[config.mk]
export PLATFORM = sky130hd
export DESIGN_NAME = dir_relay
export DESIGN_NICKNAME = d
export VERILOG_FILES = /design/src/inc/dir_pkg.sv /design/src/rtl/dir_relay.sv
export SDC_FILE = /design/constraint.sdc
export NUM_CORES = 2
export LEC_CHECK = 0
export BUFFER_PORTS_ARGS = -buffer_cell sky130_fd_sc_hd__buf_2
export CELL_PAD_IN_SITES_DETAIL_PLACEMENT = 2
export CELL_PAD_IN_SITES_GLOBAL_PLACEMENT = 2
export CORE_ASPECT_RATIO = 0.7
export CORE_MARGIN = 8
export CORE_UTILIZATION = 39
export DETAILED_ROUTE_END_ITERATION = 10
export HOLD_SLACK_MARGIN = 0.12
export PLACE_DENSITY = 0.8
export SLEW_MARGIN = 30
export SYNTH_ARGS = -nofsm -noshare
export SYNTH_HDL_FRONTEND = slang
export SYNTH_SLANG_ARGS = --single-unit
[constraint.sdc]
create_clock -name clk_sys -period 4.2 [get_ports clk_sys]
set_input_delay 0.42 -clock clk_sys [delete_from_list [all_inputs] [get_ports clk_sys]]
set_output_delay 0.42 -clock clk_sys [all_outputs]
set_load 0.005 [all_outputs]
[src/inc/dir_pkg.sv]
// constants and types shared by the distributed interrupt relay
package dir_pkg;

  // broadcast code on the link side
  typedef struct packed {
    logic [1:0] kind;
    logic ack;
    logic [4:0] id;
  } dir_code_s;

  localparam logic [1:0] BC_KIND_IRQ = 2'b10;
  localparam int ID_W = 5;

  // register byte offsets
  localparam int ADDR_W = 8;
  localparam logic [7:0] REG_CTRL = 8'h00;
  localparam logic [7:0] REG_PORTEN = 8'h04;
  localparam logic [7:0] REG_TMO_PLAIN = 8'h08;
  localparam logic [7:0] REG_TMO_ACK = 8'h0C;
  localparam logic [7:0] REG_RELAY = 8'h10;

  // control register fields
  localparam int CTRL_W = 6;
  localparam int CTRL_EN = 0;
  localparam int CTRL_ACKMODE = 1;
  localparam int CTRL_NODE_SEND = 2;
  localparam int CTRL_NODE_RECV = 3;
  localparam int CTRL_NODE_ASEND = 4;
  localparam int CTRL_NODE_ARECV = 5;
  localparam logic [5:0] CTRL_RST = 6'h00;

  // port enable register: receive enables low, send enables from here
  localparam int PORTEN_TX_LSB = 16;

  // AHB-Lite encodings
  localparam logic [1:0] HTRANS_NONSEQ = 2'b10;
  localparam logic [2:0] HSIZE_WORD = 3'b010;
  localparam logic HRESP_OKAY = 1'b0;

  // default timeout after reset
  localparam int CLK_PERIOD_NS = 20;
  localparam int TMO_DEF_NS = 100000;
  localparam int TMO_DEF_CYC = TMO_DEF_NS / CLK_PERIOD_NS;

endpackage : dir_pkg

[src/rtl/dir_relay.sv]
// distributed interrupt relay switch with host end-point and AHB-Lite registers
// How it works
// interrupt code carries identifier 0..31 in bits 0-4, bit 5 zero.
// acknowledgement code sets bit 5, same identifier as its interrupt.
// block runs plain or acknowledgement mode, selected by a control bit.
// with support disabled, received codes and host requests are ignored.
// host interrupt request sends an interrupt code with that identifier.
// received interrupt code is reported to the host with its identifier.
// host spaces repeated plain-mode interrupts beyond network propagation time.
// host spaces repeated ack-mode interrupts beyond propagation plus ack return.
// every port has separate receive and send enable bits.
// receive-disabled port drops codes; send-disabled port never transmits them.
// relay flag register holds one bit per identifier, width configurable.
// reset clears all relay flags.
// every relay flag has its own timer with configurable interval.
// software sets plain interval above worst-case interrupt propagation.
// software sets ack interval above propagation, ack generation and return.
// identifier beyond a narrowed relay register is dropped.
// clear flag: set it, start timer, forward to other send-enabled ports.
// flag already set: drop the code.
// timer expiry clears its relay flag.
// host ack request sends ack code; discarded when ack sending disabled.
// host waits between interrupt arrival and ack within set bounds.
// received ack reported to host; dropped when ack receive disabled.
// interrupt and ack codes use broadcast type binary 10.
// pending ack codes go to the link before pending interrupt codes.
// timers count down in clock cycles from the interval, expire at zero.
`timescale 1ns/1ns
module dir_relay #(
  parameter int NPORTS = 4,
  parameter int RELAY_BITS = 32,
  parameter int TMO_W = 32,
  parameter logic [TMO_W-1:0] TMO_RESET = TMO_W'(dir_pkg::TMO_DEF_CYC)
) (
  // clock and reset
  input wire logic clk_sys,
  input wire logic srst,
  // AHB-Lite slave
  input wire logic hsel,
  input wire logic [31:0] haddr,
  input wire logic [1:0] htrans,
  input wire logic hwrite,
  input wire logic [2:0] hsize,
  input wire logic [31:0] hwdata,
  input wire logic hready,
  output logic hreadyout,
  output logic hresp,
  output logic [31:0] hrdata,
  // switch ports, receive side
  input wire logic [NPORTS-1:0] rxValid,
  input wire dir_pkg::dir_code_s [NPORTS-1:0] rxCode,
  output logic [NPORTS-1:0] rxReady,
  // switch ports, send side
  output logic [NPORTS-1:0] txValid,
  output dir_pkg::dir_code_s txCode,
  // node end-point link
  output logic ndTxValid,
  output dir_pkg::dir_code_s ndTxCode,
  input wire logic ndTxReady,
  input wire logic ndRxValid,
  input wire dir_pkg::dir_code_s ndRxCode,
  // host requests
  input wire logic hostIntReq,
  input wire logic [4:0] hostIntId,
  input wire logic hostAckReq,
  input wire logic [4:0] hostAckId,
  output logic hostIntBusy,
  output logic hostAckBusy,
  // host notifications
  output logic hostIntNote,
  output logic hostAckNote,
  output logic [4:0] hostNoteId
);

  typedef struct packed {
    logic hready;
    logic hresp;
    logic [31:0] hrdata;
    logic dWrite;
    logic [dir_pkg::ADDR_W-1:0] dAddr;
    logic [dir_pkg::CTRL_W-1:0] ctrl;
    logic [NPORTS-1:0] rxEn;
    logic [NPORTS-1:0] txEn;
    logic [TMO_W-1:0] tmoPlain;
    logic [TMO_W-1:0] tmoAck;
    logic [RELAY_BITS-1:0] relay;
    logic [RELAY_BITS-1:0][TMO_W-1:0] timer;
    logic [NPORTS-1:0] slotFree;
    dir_pkg::dir_code_s [NPORTS-1:0] slot;
    logic [NPORTS-1:0] txValid;
    dir_pkg::dir_code_s txCode;
    logic intPend;
    logic [4:0] intId;
    logic ackPend;
    logic [4:0] ackId;
    logic ndTxValid;
    dir_pkg::dir_code_s ndTxCode;
    logic hostIntNote;
    logic hostAckNote;
    logic [4:0] hostNoteId;
  } dir_state_s;

  dir_state_s st_r;
  dir_state_s st_nxt;

  // observation points of the relay decision
  logic fwdGo;
  logic dropSet;
  logic dropRange;
  logic [NPORTS-1:0] fwdMask;
  logic [4:0] fwdId;
  logic enabled;
  logic ackMode;

  assign enabled = st_r.ctrl[dir_pkg::CTRL_EN];
  assign ackMode = st_r.ctrl[dir_pkg::CTRL_ACKMODE];

  always_comb begin
    logic served;
    logic [TMO_W-1:0] interval;
    dir_pkg::dir_code_s c;
    served = 1'b0;
    c = '0;
    interval = ackMode ? st_r.tmoAck : st_r.tmoPlain;
    st_nxt = st_r;
    st_nxt.txValid = '0;
    st_nxt.hostIntNote = 1'b0;
    st_nxt.hostAckNote = 1'b0;
    fwdGo = 1'b0;
    dropSet = 1'b0;
    dropRange = 1'b0;
    fwdMask = '0;
    fwdId = '0;

    // register writes in the data phase
    if (st_r.dWrite) begin
      unique case (st_r.dAddr)
        dir_pkg::REG_CTRL: st_nxt.ctrl = hwdata[dir_pkg::CTRL_W-1:0];
        dir_pkg::REG_PORTEN: begin
          st_nxt.rxEn = hwdata[NPORTS-1:0];
          st_nxt.txEn = hwdata[dir_pkg::PORTEN_TX_LSB +: NPORTS];
        end
        dir_pkg::REG_TMO_PLAIN: st_nxt.tmoPlain = hwdata[TMO_W-1:0];
        dir_pkg::REG_TMO_ACK: st_nxt.tmoAck = hwdata[TMO_W-1:0];
        default: ;
      endcase
    end

    // per-flag timeout timers
    for (int i = 0; i < RELAY_BITS; i++) begin
      if (st_r.relay[i]) begin
        if (st_r.timer[i] == '0) begin
          st_nxt.relay[i] = 1'b0;
        end else begin
          st_nxt.timer[i] = st_r.timer[i] - TMO_W'(1);
        end
      end
    end

    // one-entry holding slot per receive port
    for (int p = 0; p < NPORTS; p++) begin
      if (!st_r.slotFree[p] && !served) begin
        served = 1'b1;
        st_nxt.slotFree[p] = 1'b1;
        c = st_r.slot[p];
        if (enabled && st_r.rxEn[p] && c.kind == dir_pkg::BC_KIND_IRQ && !c.ack) begin
          if (int'(c.id) >= RELAY_BITS) begin
            dropRange = 1'b1;
          end else if (st_r.relay[c.id]) begin
            dropSet = 1'b1;
          end else begin
            fwdGo = 1'b1;
            fwdId = c.id;
            fwdMask = st_r.txEn & ~(NPORTS'(1) << p);
            st_nxt.relay[c.id] = 1'b1;
            st_nxt.timer[c.id] = interval;
            st_nxt.txValid = fwdMask;
            st_nxt.txCode = c;
          end
        end
      end
    end
    for (int p = 0; p < NPORTS; p++) begin
      if (rxValid[p] && st_r.slotFree[p]) begin
        st_nxt.slot[p] = rxCode[p];
        st_nxt.slotFree[p] = 1'b0;
      end
    end

    // host requests into the end-point
    if (hostIntReq && !st_r.intPend && enabled && st_r.ctrl[dir_pkg::CTRL_NODE_SEND]) begin
      st_nxt.intPend = 1'b1;
      st_nxt.intId = hostIntId;
    end
    if (hostAckReq && !st_r.ackPend && enabled && ackMode && st_r.ctrl[dir_pkg::CTRL_NODE_ASEND]) begin
      st_nxt.ackPend = 1'b1;
      st_nxt.ackId = hostAckId;
    end

    // end-point transmit, acks ahead of interrupts
    if (st_r.ndTxValid && ndTxReady) begin
      st_nxt.ndTxValid = 1'b0;
    end
    if (!st_r.ndTxValid || ndTxReady) begin
      if (st_r.ackPend) begin
        st_nxt.ackPend = 1'b0;
        st_nxt.ndTxValid = 1'b1;
        st_nxt.ndTxCode = '{kind: dir_pkg::BC_KIND_IRQ, ack: 1'b1, id: st_r.ackId};
      end else if (st_r.intPend) begin
        st_nxt.intPend = 1'b0;
        st_nxt.ndTxValid = 1'b1;
        st_nxt.ndTxCode = '{kind: dir_pkg::BC_KIND_IRQ, ack: 1'b0, id: st_r.intId};
      end
    end

    // end-point receive, reported to the host
    if (ndRxValid && enabled && ndRxCode.kind == dir_pkg::BC_KIND_IRQ) begin
      if (!ndRxCode.ack && st_r.ctrl[dir_pkg::CTRL_NODE_RECV]) begin
        st_nxt.hostIntNote = 1'b1;
        st_nxt.hostNoteId = ndRxCode.id;
      end else if (ndRxCode.ack && ackMode && st_r.ctrl[dir_pkg::CTRL_NODE_ARECV]) begin
        st_nxt.hostAckNote = 1'b1;
        st_nxt.hostNoteId = ndRxCode.id;
      end
    end

    // AHB address phase; read data from the updated copy, relay flags from the current one
    st_nxt.dWrite = 1'b0;
    st_nxt.hready = 1'b1;
    st_nxt.hresp = dir_pkg::HRESP_OKAY;
    if (hsel && htrans == dir_pkg::HTRANS_NONSEQ && hready) begin
      st_nxt.dWrite = hwrite && hsize == dir_pkg::HSIZE_WORD;
      st_nxt.dAddr = haddr[dir_pkg::ADDR_W-1:0];
      if (!hwrite) begin
        st_nxt.hrdata = '0;
        unique case (haddr[dir_pkg::ADDR_W-1:0])
          dir_pkg::REG_CTRL: st_nxt.hrdata[dir_pkg::CTRL_W-1:0] = st_nxt.ctrl;
          dir_pkg::REG_PORTEN: begin
            st_nxt.hrdata[NPORTS-1:0] = st_nxt.rxEn;
            st_nxt.hrdata[dir_pkg::PORTEN_TX_LSB +: NPORTS] = st_nxt.txEn;
          end
          dir_pkg::REG_TMO_PLAIN: st_nxt.hrdata[TMO_W-1:0] = st_nxt.tmoPlain;
          dir_pkg::REG_TMO_ACK: st_nxt.hrdata[TMO_W-1:0] = st_nxt.tmoAck;
          dir_pkg::REG_RELAY: st_nxt.hrdata[RELAY_BITS-1:0] = st_r.relay;
          default: ;
        endcase
      end
    end
  end

  always_ff @(posedge clk_sys) begin
    if (srst) begin
      st_r <= '0;
      st_r.hready <= 1'b1;
      st_r.slotFree <= '1;
      st_r.ctrl <= dir_pkg::CTRL_RST;
      st_r.tmoPlain <= TMO_RESET;
      st_r.tmoAck <= TMO_RESET;
    end else begin
      st_r <= st_nxt;
    end
  end

  assign hreadyout = st_r.hready;
  assign hresp = st_r.hresp;
  assign hrdata = st_r.hrdata;
  assign rxReady = st_r.slotFree;
  assign txValid = st_r.txValid;
  assign txCode = st_r.txCode;
  assign ndTxValid = st_r.ndTxValid;
  assign ndTxCode = st_r.ndTxCode;
  assign hostIntBusy = st_r.intPend;
  assign hostAckBusy = st_r.ackPend;
  assign hostIntNote = st_r.hostIntNote;
  assign hostAckNote = st_r.hostAckNote;
  assign hostNoteId = st_r.hostNoteId;

  // checks
  property p_reset_clear;
    @(posedge clk_sys) $past(srst) |-> st_r.relay == '0;
  endproperty
  a_reset_clear: assert property (p_reset_clear) else $error("relay flags not clear after reset");

  property p_forward;
    @(posedge clk_sys) disable iff (srst)
      fwdGo |=> st_r.relay[$past(fwdId)] && txValid == $past(fwdMask) && txCode.id == $past(fwdId);
  endproperty
  a_forward: assert property (p_forward) else $error("forward did not set flag or ports");

  property p_drop_set;
    @(posedge clk_sys) disable iff (srst) (dropSet || dropRange) |=> txValid == '0;
  endproperty
  a_drop_set: assert property (p_drop_set) else $error("dropped code was forwarded");

  property p_send_en;
    @(posedge clk_sys) disable iff (srst) (txValid & ~$past(st_r.txEn)) == '0;
  endproperty
  a_send_en: assert property (p_send_en) else $error("code sent on send-disabled port");

  // every flag's timer, not only the first
  for (genvar b = 0; b < RELAY_BITS; b++) begin : g_timer
    property p_expire;
      @(posedge clk_sys) disable iff (srst) st_r.relay[b] && st_r.timer[b] == '0 |=> !st_r.relay[b];
    endproperty
    a_expire: assert property (p_expire) else $error("expired flag not cleared");

    property p_countdown;
      @(posedge clk_sys) disable iff (srst)
        st_r.relay[b] && st_r.timer[b] != '0 |=> st_r.timer[b] == $past(st_r.timer[b]) - TMO_W'(1);
    endproperty
    a_countdown: assert property (p_countdown) else $error("timer did not count down by one");
  end

  for (genvar p = 0; p < NPORTS; p++) begin : g_slot
    property p_slot_take;
      @(posedge clk_sys) disable iff (srst) rxValid[p] && rxReady[p] |=> !rxReady[p];
    endproperty
    a_slot_take: assert property (p_slot_take) else $error("offered code not taken into its slot");
  end

  property p_ack_first;
    @(posedge clk_sys) disable iff (srst)
      st_r.ackPend && st_r.intPend && (!ndTxValid || ndTxReady) |=> ndTxValid && ndTxCode.ack && !st_r.ackPend;
  endproperty
  a_ack_first: assert property (p_ack_first) else $error("interrupt code passed ahead of ack");

  property p_code_form;
    @(posedge clk_sys) disable iff (srst)
      (!ndTxValid || ndTxReady) && (st_r.ackPend || st_r.intPend) |=> ndTxValid
        && ndTxCode.kind == dir_pkg::BC_KIND_IRQ && ndTxCode.ack == $past(st_r.ackPend)
        && ndTxCode.id == ($past(st_r.ackPend) ? $past(st_r.ackId) : $past(st_r.intId));
  endproperty
  a_code_form: assert property (p_code_form) else $error("end-point code badly formed");

  property p_int_note;
    @(posedge clk_sys) disable iff (srst)
      ndRxValid && enabled && st_r.ctrl[dir_pkg::CTRL_NODE_RECV] && ndRxCode.kind == dir_pkg::BC_KIND_IRQ
        && !ndRxCode.ack |=> hostIntNote && hostNoteId == $past(ndRxCode.id);
  endproperty
  a_int_note: assert property (p_int_note) else $error("received interrupt not reported");

  property p_ack_note;
    @(posedge clk_sys) disable iff (srst)
      ndRxValid && enabled && ackMode && st_r.ctrl[dir_pkg::CTRL_NODE_ARECV]
        && ndRxCode.kind == dir_pkg::BC_KIND_IRQ && ndRxCode.ack
        |=> hostAckNote && !hostIntNote && hostNoteId == $past(ndRxCode.id);
  endproperty
  a_ack_note: assert property (p_ack_note) else $error("received ack not reported");

  property p_ack_send;
    @(posedge clk_sys) disable iff (srst)
      hostAckReq && !st_r.ackPend && enabled && ackMode && st_r.ctrl[dir_pkg::CTRL_NODE_ASEND]
        |=> hostAckBusy && st_r.ackId == $past(hostAckId);
  endproperty
  a_ack_send: assert property (p_ack_send) else $error("host ack request not taken");

  property p_ack_off;
    @(posedge clk_sys) disable iff (srst)
      hostAckReq && !st_r.ackPend && !(enabled && ackMode && st_r.ctrl[dir_pkg::CTRL_NODE_ASEND])
        |=> !hostAckBusy;
  endproperty
  a_ack_off: assert property (p_ack_off) else $error("ack request taken while ack sending off");

  property p_disabled;
    @(posedge clk_sys) disable iff (srst)
      !enabled && !st_r.dWrite |=> txValid == '0 && !hostIntNote && !hostAckNote && !st_r.intPend;
  endproperty
  a_disabled: assert property (p_disabled) else $error("activity while support disabled");

  property p_host_send;
    @(posedge clk_sys) disable iff (srst)
      hostIntReq && !st_r.intPend && !st_r.ackPend && enabled && st_r.ctrl[dir_pkg::CTRL_NODE_SEND]
        && !hostAckReq && !ndTxValid |=> ##1 ndTxValid && !ndTxCode.ack && ndTxCode.id == $past(hostIntId, 2);
  endproperty
  a_host_send: assert property (p_host_send) else $error("host interrupt not sent");

endmodule : dir_relay

==> impl_metrics.tcl <==
set metrics [dict create \
    cts_buffer_depth 3 \
    grt_pass1_wl_mm 488 \
    die_area_sq_um 186000 \
    wl_per_cell_um 31.4 \
    skew_ns 0.0479 \
    syn-instance-count 8129 \
    antenna_found_initial 47 \
    hold_path_class "in -> reg" \
    place_congestion 0.966 \
    synth_top_family_by_area "simple AND/OR/NAND/NOR gates" \
    rsz0062_at_grt "false" \
    post-place-ws_ns 0.416 \
    drv_slew 0 \
    first_pass_iters 6 \
    final_common_cell "dfxtp_1" \
    layout_common_cells "dfxtp_1, nor2_1, a211oi_1, xnor2_1, nand2_1" \
    fin_nets 8423 \
    hold_violations 0 \
    io_buffers 172 \
    grt_pass1_vias 72100 \
    max_freq_ghz 0.238 \
    routed-via-count 68700 \
    cts_root_buffer "clkbuf_16" \
    crit_top_cell "buf_4" \
    synthSimpleGateAreaFrac_pct 24.7 \
    drcViolationCount 0 \
    status "complete, no violations" \
    synth_area_sq_um 67100 \
    grt_util_all_layers_pct 34.0 \
    drtIter0Drc 7277 \
    htreeDepth 4 \
    internal_power_mw 19.4 \
    io_pins 200 \
    p_seq_share_pct 46.3 \
    worstPathRequired_ns 4.87 \
    synthMuxAreaShare_pct 3.92 \
    wl_mm 333 \
    fin_crit_sh_pct 99.9 \
    synth.yosys.seq_area_share_pct 37.3 \
    grt_max_degree 163 \
    post-cts-setup-buffer-count 0 \
    die_h_um 363 \
    synth_area_per_cell_sq_um 8.26 \
    switching_share_pct 24.8 \
    clk_pin_slew_ns 0.07 \
    switchingPower_mw 6.38 \
    slew_headroom_pct 25.6 \
    path_max_fanout 47 \
    cp_slowest_cell "a211oi_2" \
    slowest_delay_ns 0.87 \
    holdWs_ns 0.240 \
    drtAntennaViolNets 0 \
    core_sq_um 171000 \
    crit_type "reg -> reg" \
    drive_gt1_share_pct 10.9 \
    fin_ws_ns 0.00628 \
    crit_arrival_ns 4.87 \
    finish.utilization_pct 45.2 \
    fin_setup_tns_ns 0 \
    power.density_nw_per_um2 333 \
    worst_slew_pin_slew_ns 1.09 \
    clkSinkCount 1250 \
    r2r_slack_ns 0.006 \
    synth-edff-count 0 \
    grt_overflow 0 \
    clock_latency_ns 0.82 \
    combPwrFrac_pct 3.3 \
    period_needed_ns 4.19 \
    clock_power_share_pct 50.4 \
    synth_cell_type_count 104 \
    fin_area_sq_um 77300 \
    dp_hpwl_mm 207 \
    p_leak_nw 30.6 \
    ys_warn_count 0 \
    end_kind "flip-flop" \
    async_flop_share_pct 0 \
    cts_buffers 137 \
    vdd_drop_max_mv 0.389 \
    ys_ff_latch 1250 \
    synth-xor-area-share_pct 11.8 \
    synthAdderAreaFrac_pct 1.19 \
    worstPathCellList "buf_4 > mux2i_1 > a32o_1 > o21ai_0 > and4_1 > a211oi_2 > a221o_1 > buf_4 > nor2_1 > a211oi_1" \
    synth_ff_type "dfxtp_1" \
    setup_viol 0 \
    rows 127 \
    cap_violations 0 \
    fp.dieW_um 512 \
    initial_utilization_pct 39.2 \
    area_growth_pct 15.2 \
    cts_tree "yes" \
    viasPerCell 6.48 \
    synth_compound_gate_area_share_pct 16.6 \
    placed_area_sq_um 71300 \
    worst_setup_path_start_kind "flip-flop" \
]
==> synth_stat cells, drive strengths merged (29+ instances only) <==
library cell  count  area share (%)
ha               64             1.2
or2              44            0.41
o31ai            45            0.51
xnor2           485             6.3
nor2           1026             5.7
a211oi          513             5.8
xor2            416             5.4
a22oi            35            0.39
o41ai            29            0.41
nand3           391             2.9
nand2b           87            0.81
a21oi           226             1.7
nor4            286             2.7
buf             203             1.7
and3             32            0.30
or3             153             1.4
or4             167             1.9
nand4            57            0.53
nor3            339             2.5
o21ai           459             3.4
dfxtp          1250              37
mux2i           183             2.7
mux2             65             1.1
nand3b           45            0.50
nor2b            37            0.34
clkbuf          422             2.4
nand2           485             2.7
a221oi           74             1.1
inv             102            0.57
==> logic make-up after synthesis <==
logic type,after synthesis
muxes,251
DFF,1250
AOI/OAI and AO/OA,1641
and+or+nand+nor,3293
xor gates and xnor gates,901
other,2
buffers and inverters,727
adders and majority gates,64
==> path summary, 6_finish.rpt <==
check                        start                endpoint  cells past startpoint
max          st_r[57]$_SDFFE_PP0P_    st_r[780]$_SDFF_PP0_                     10
min                     hostIntReq  hostIntBusy$_SDFF_PP0_                      3
max reg2reg  st_r[57]$_SDFFE_PP0P_    st_r[780]$_SDFF_PP0_                     10
min reg2reg  st_r[54]$_SDFFE_PP0P_   st_r[54]$_SDFFE_PP0P_                      2
==> power groups by stage <==
stage,registers [mW],clock network [mW],logic [mW]
after floorplan,12.2,0,0.416
after global placement,12.2,0,0.667
after detailed placement,12.2,0,0.684
after CTS,11.9,12.9,0.792
after global routing,11.9,13.5,0.874
final,11.9,13.0,0.854
==> metal layers <==
| layer | vias to the layer above | share of wire [%] | wire [um] | global-route usage (%) |
|---|---|---|---|---|
| met5 | - | 0.0069 | 23 | 0 |
| met2 | 3078 | 44 | 145000 | 52.4 |
| met1 | 35100 | 42 | 139000 | 43.8 |
| met4 | 4 | 5.5 | 18100 | 16.9 |
| li1 | 29500 | - | - | - |
| met3 | 967 | 9.2 | 30600 | 9.34 |
==> worst max-delay path: cells and delay by family (launching register included) <==
kind,cells,cell delay [ns]
and+or+nand+nor,2,0.55
AOI/OAI and AO/OA,5,1.89
buffers and inverters,2,0.83
DFF,1,0.38
muxes,1,0.34
==> metrics by stage <==
stage                     total power, mW  cells
final                                25.8  10600
after global routing                 26.3  10600
after global placement               12.9  10200
after CTS                            25.7  10600
after detailed placement             12.9  10200
after floorplan                      12.6   8130
==> final cells by class <==
type	instances	area (sq um)
fill	18700	93800
multi-input combinational	6153	39700
clock buffer	197	4080
inverter	102	390
sequential	1250	25000
clock inverter	47	500
timing repair buffer	583	4780
tap	2257	2820
antenna	15	37.5
==> registers in the layout, summed over array words and instances (netlist names) <==
| signal | flops |
|---|---|
| ackMode | 1 |
| enabled | 1 |
| hostAckBusy | 1 |
| hostAckNote | 1 |
| hostIntBusy | 1 |
| hostIntNote | 1 |
| hostNoteId | 5 |
| hrdata | 32 |
| ndTxCode | 7 |
| ndTxValid | 1 |
| rxReady | 4 |
| st_r | 1183 |
| txCode | 8 |
| txValid | 4 |
==> repair_timing <==
item                                    4_1_cts  5_1_grt
resized for setup                             0        4
endpoints found under the setup margin        0        3
hold endpoints to repair                    155        0
hold buffers                                138        0
(Power assumes the default switching activity.)
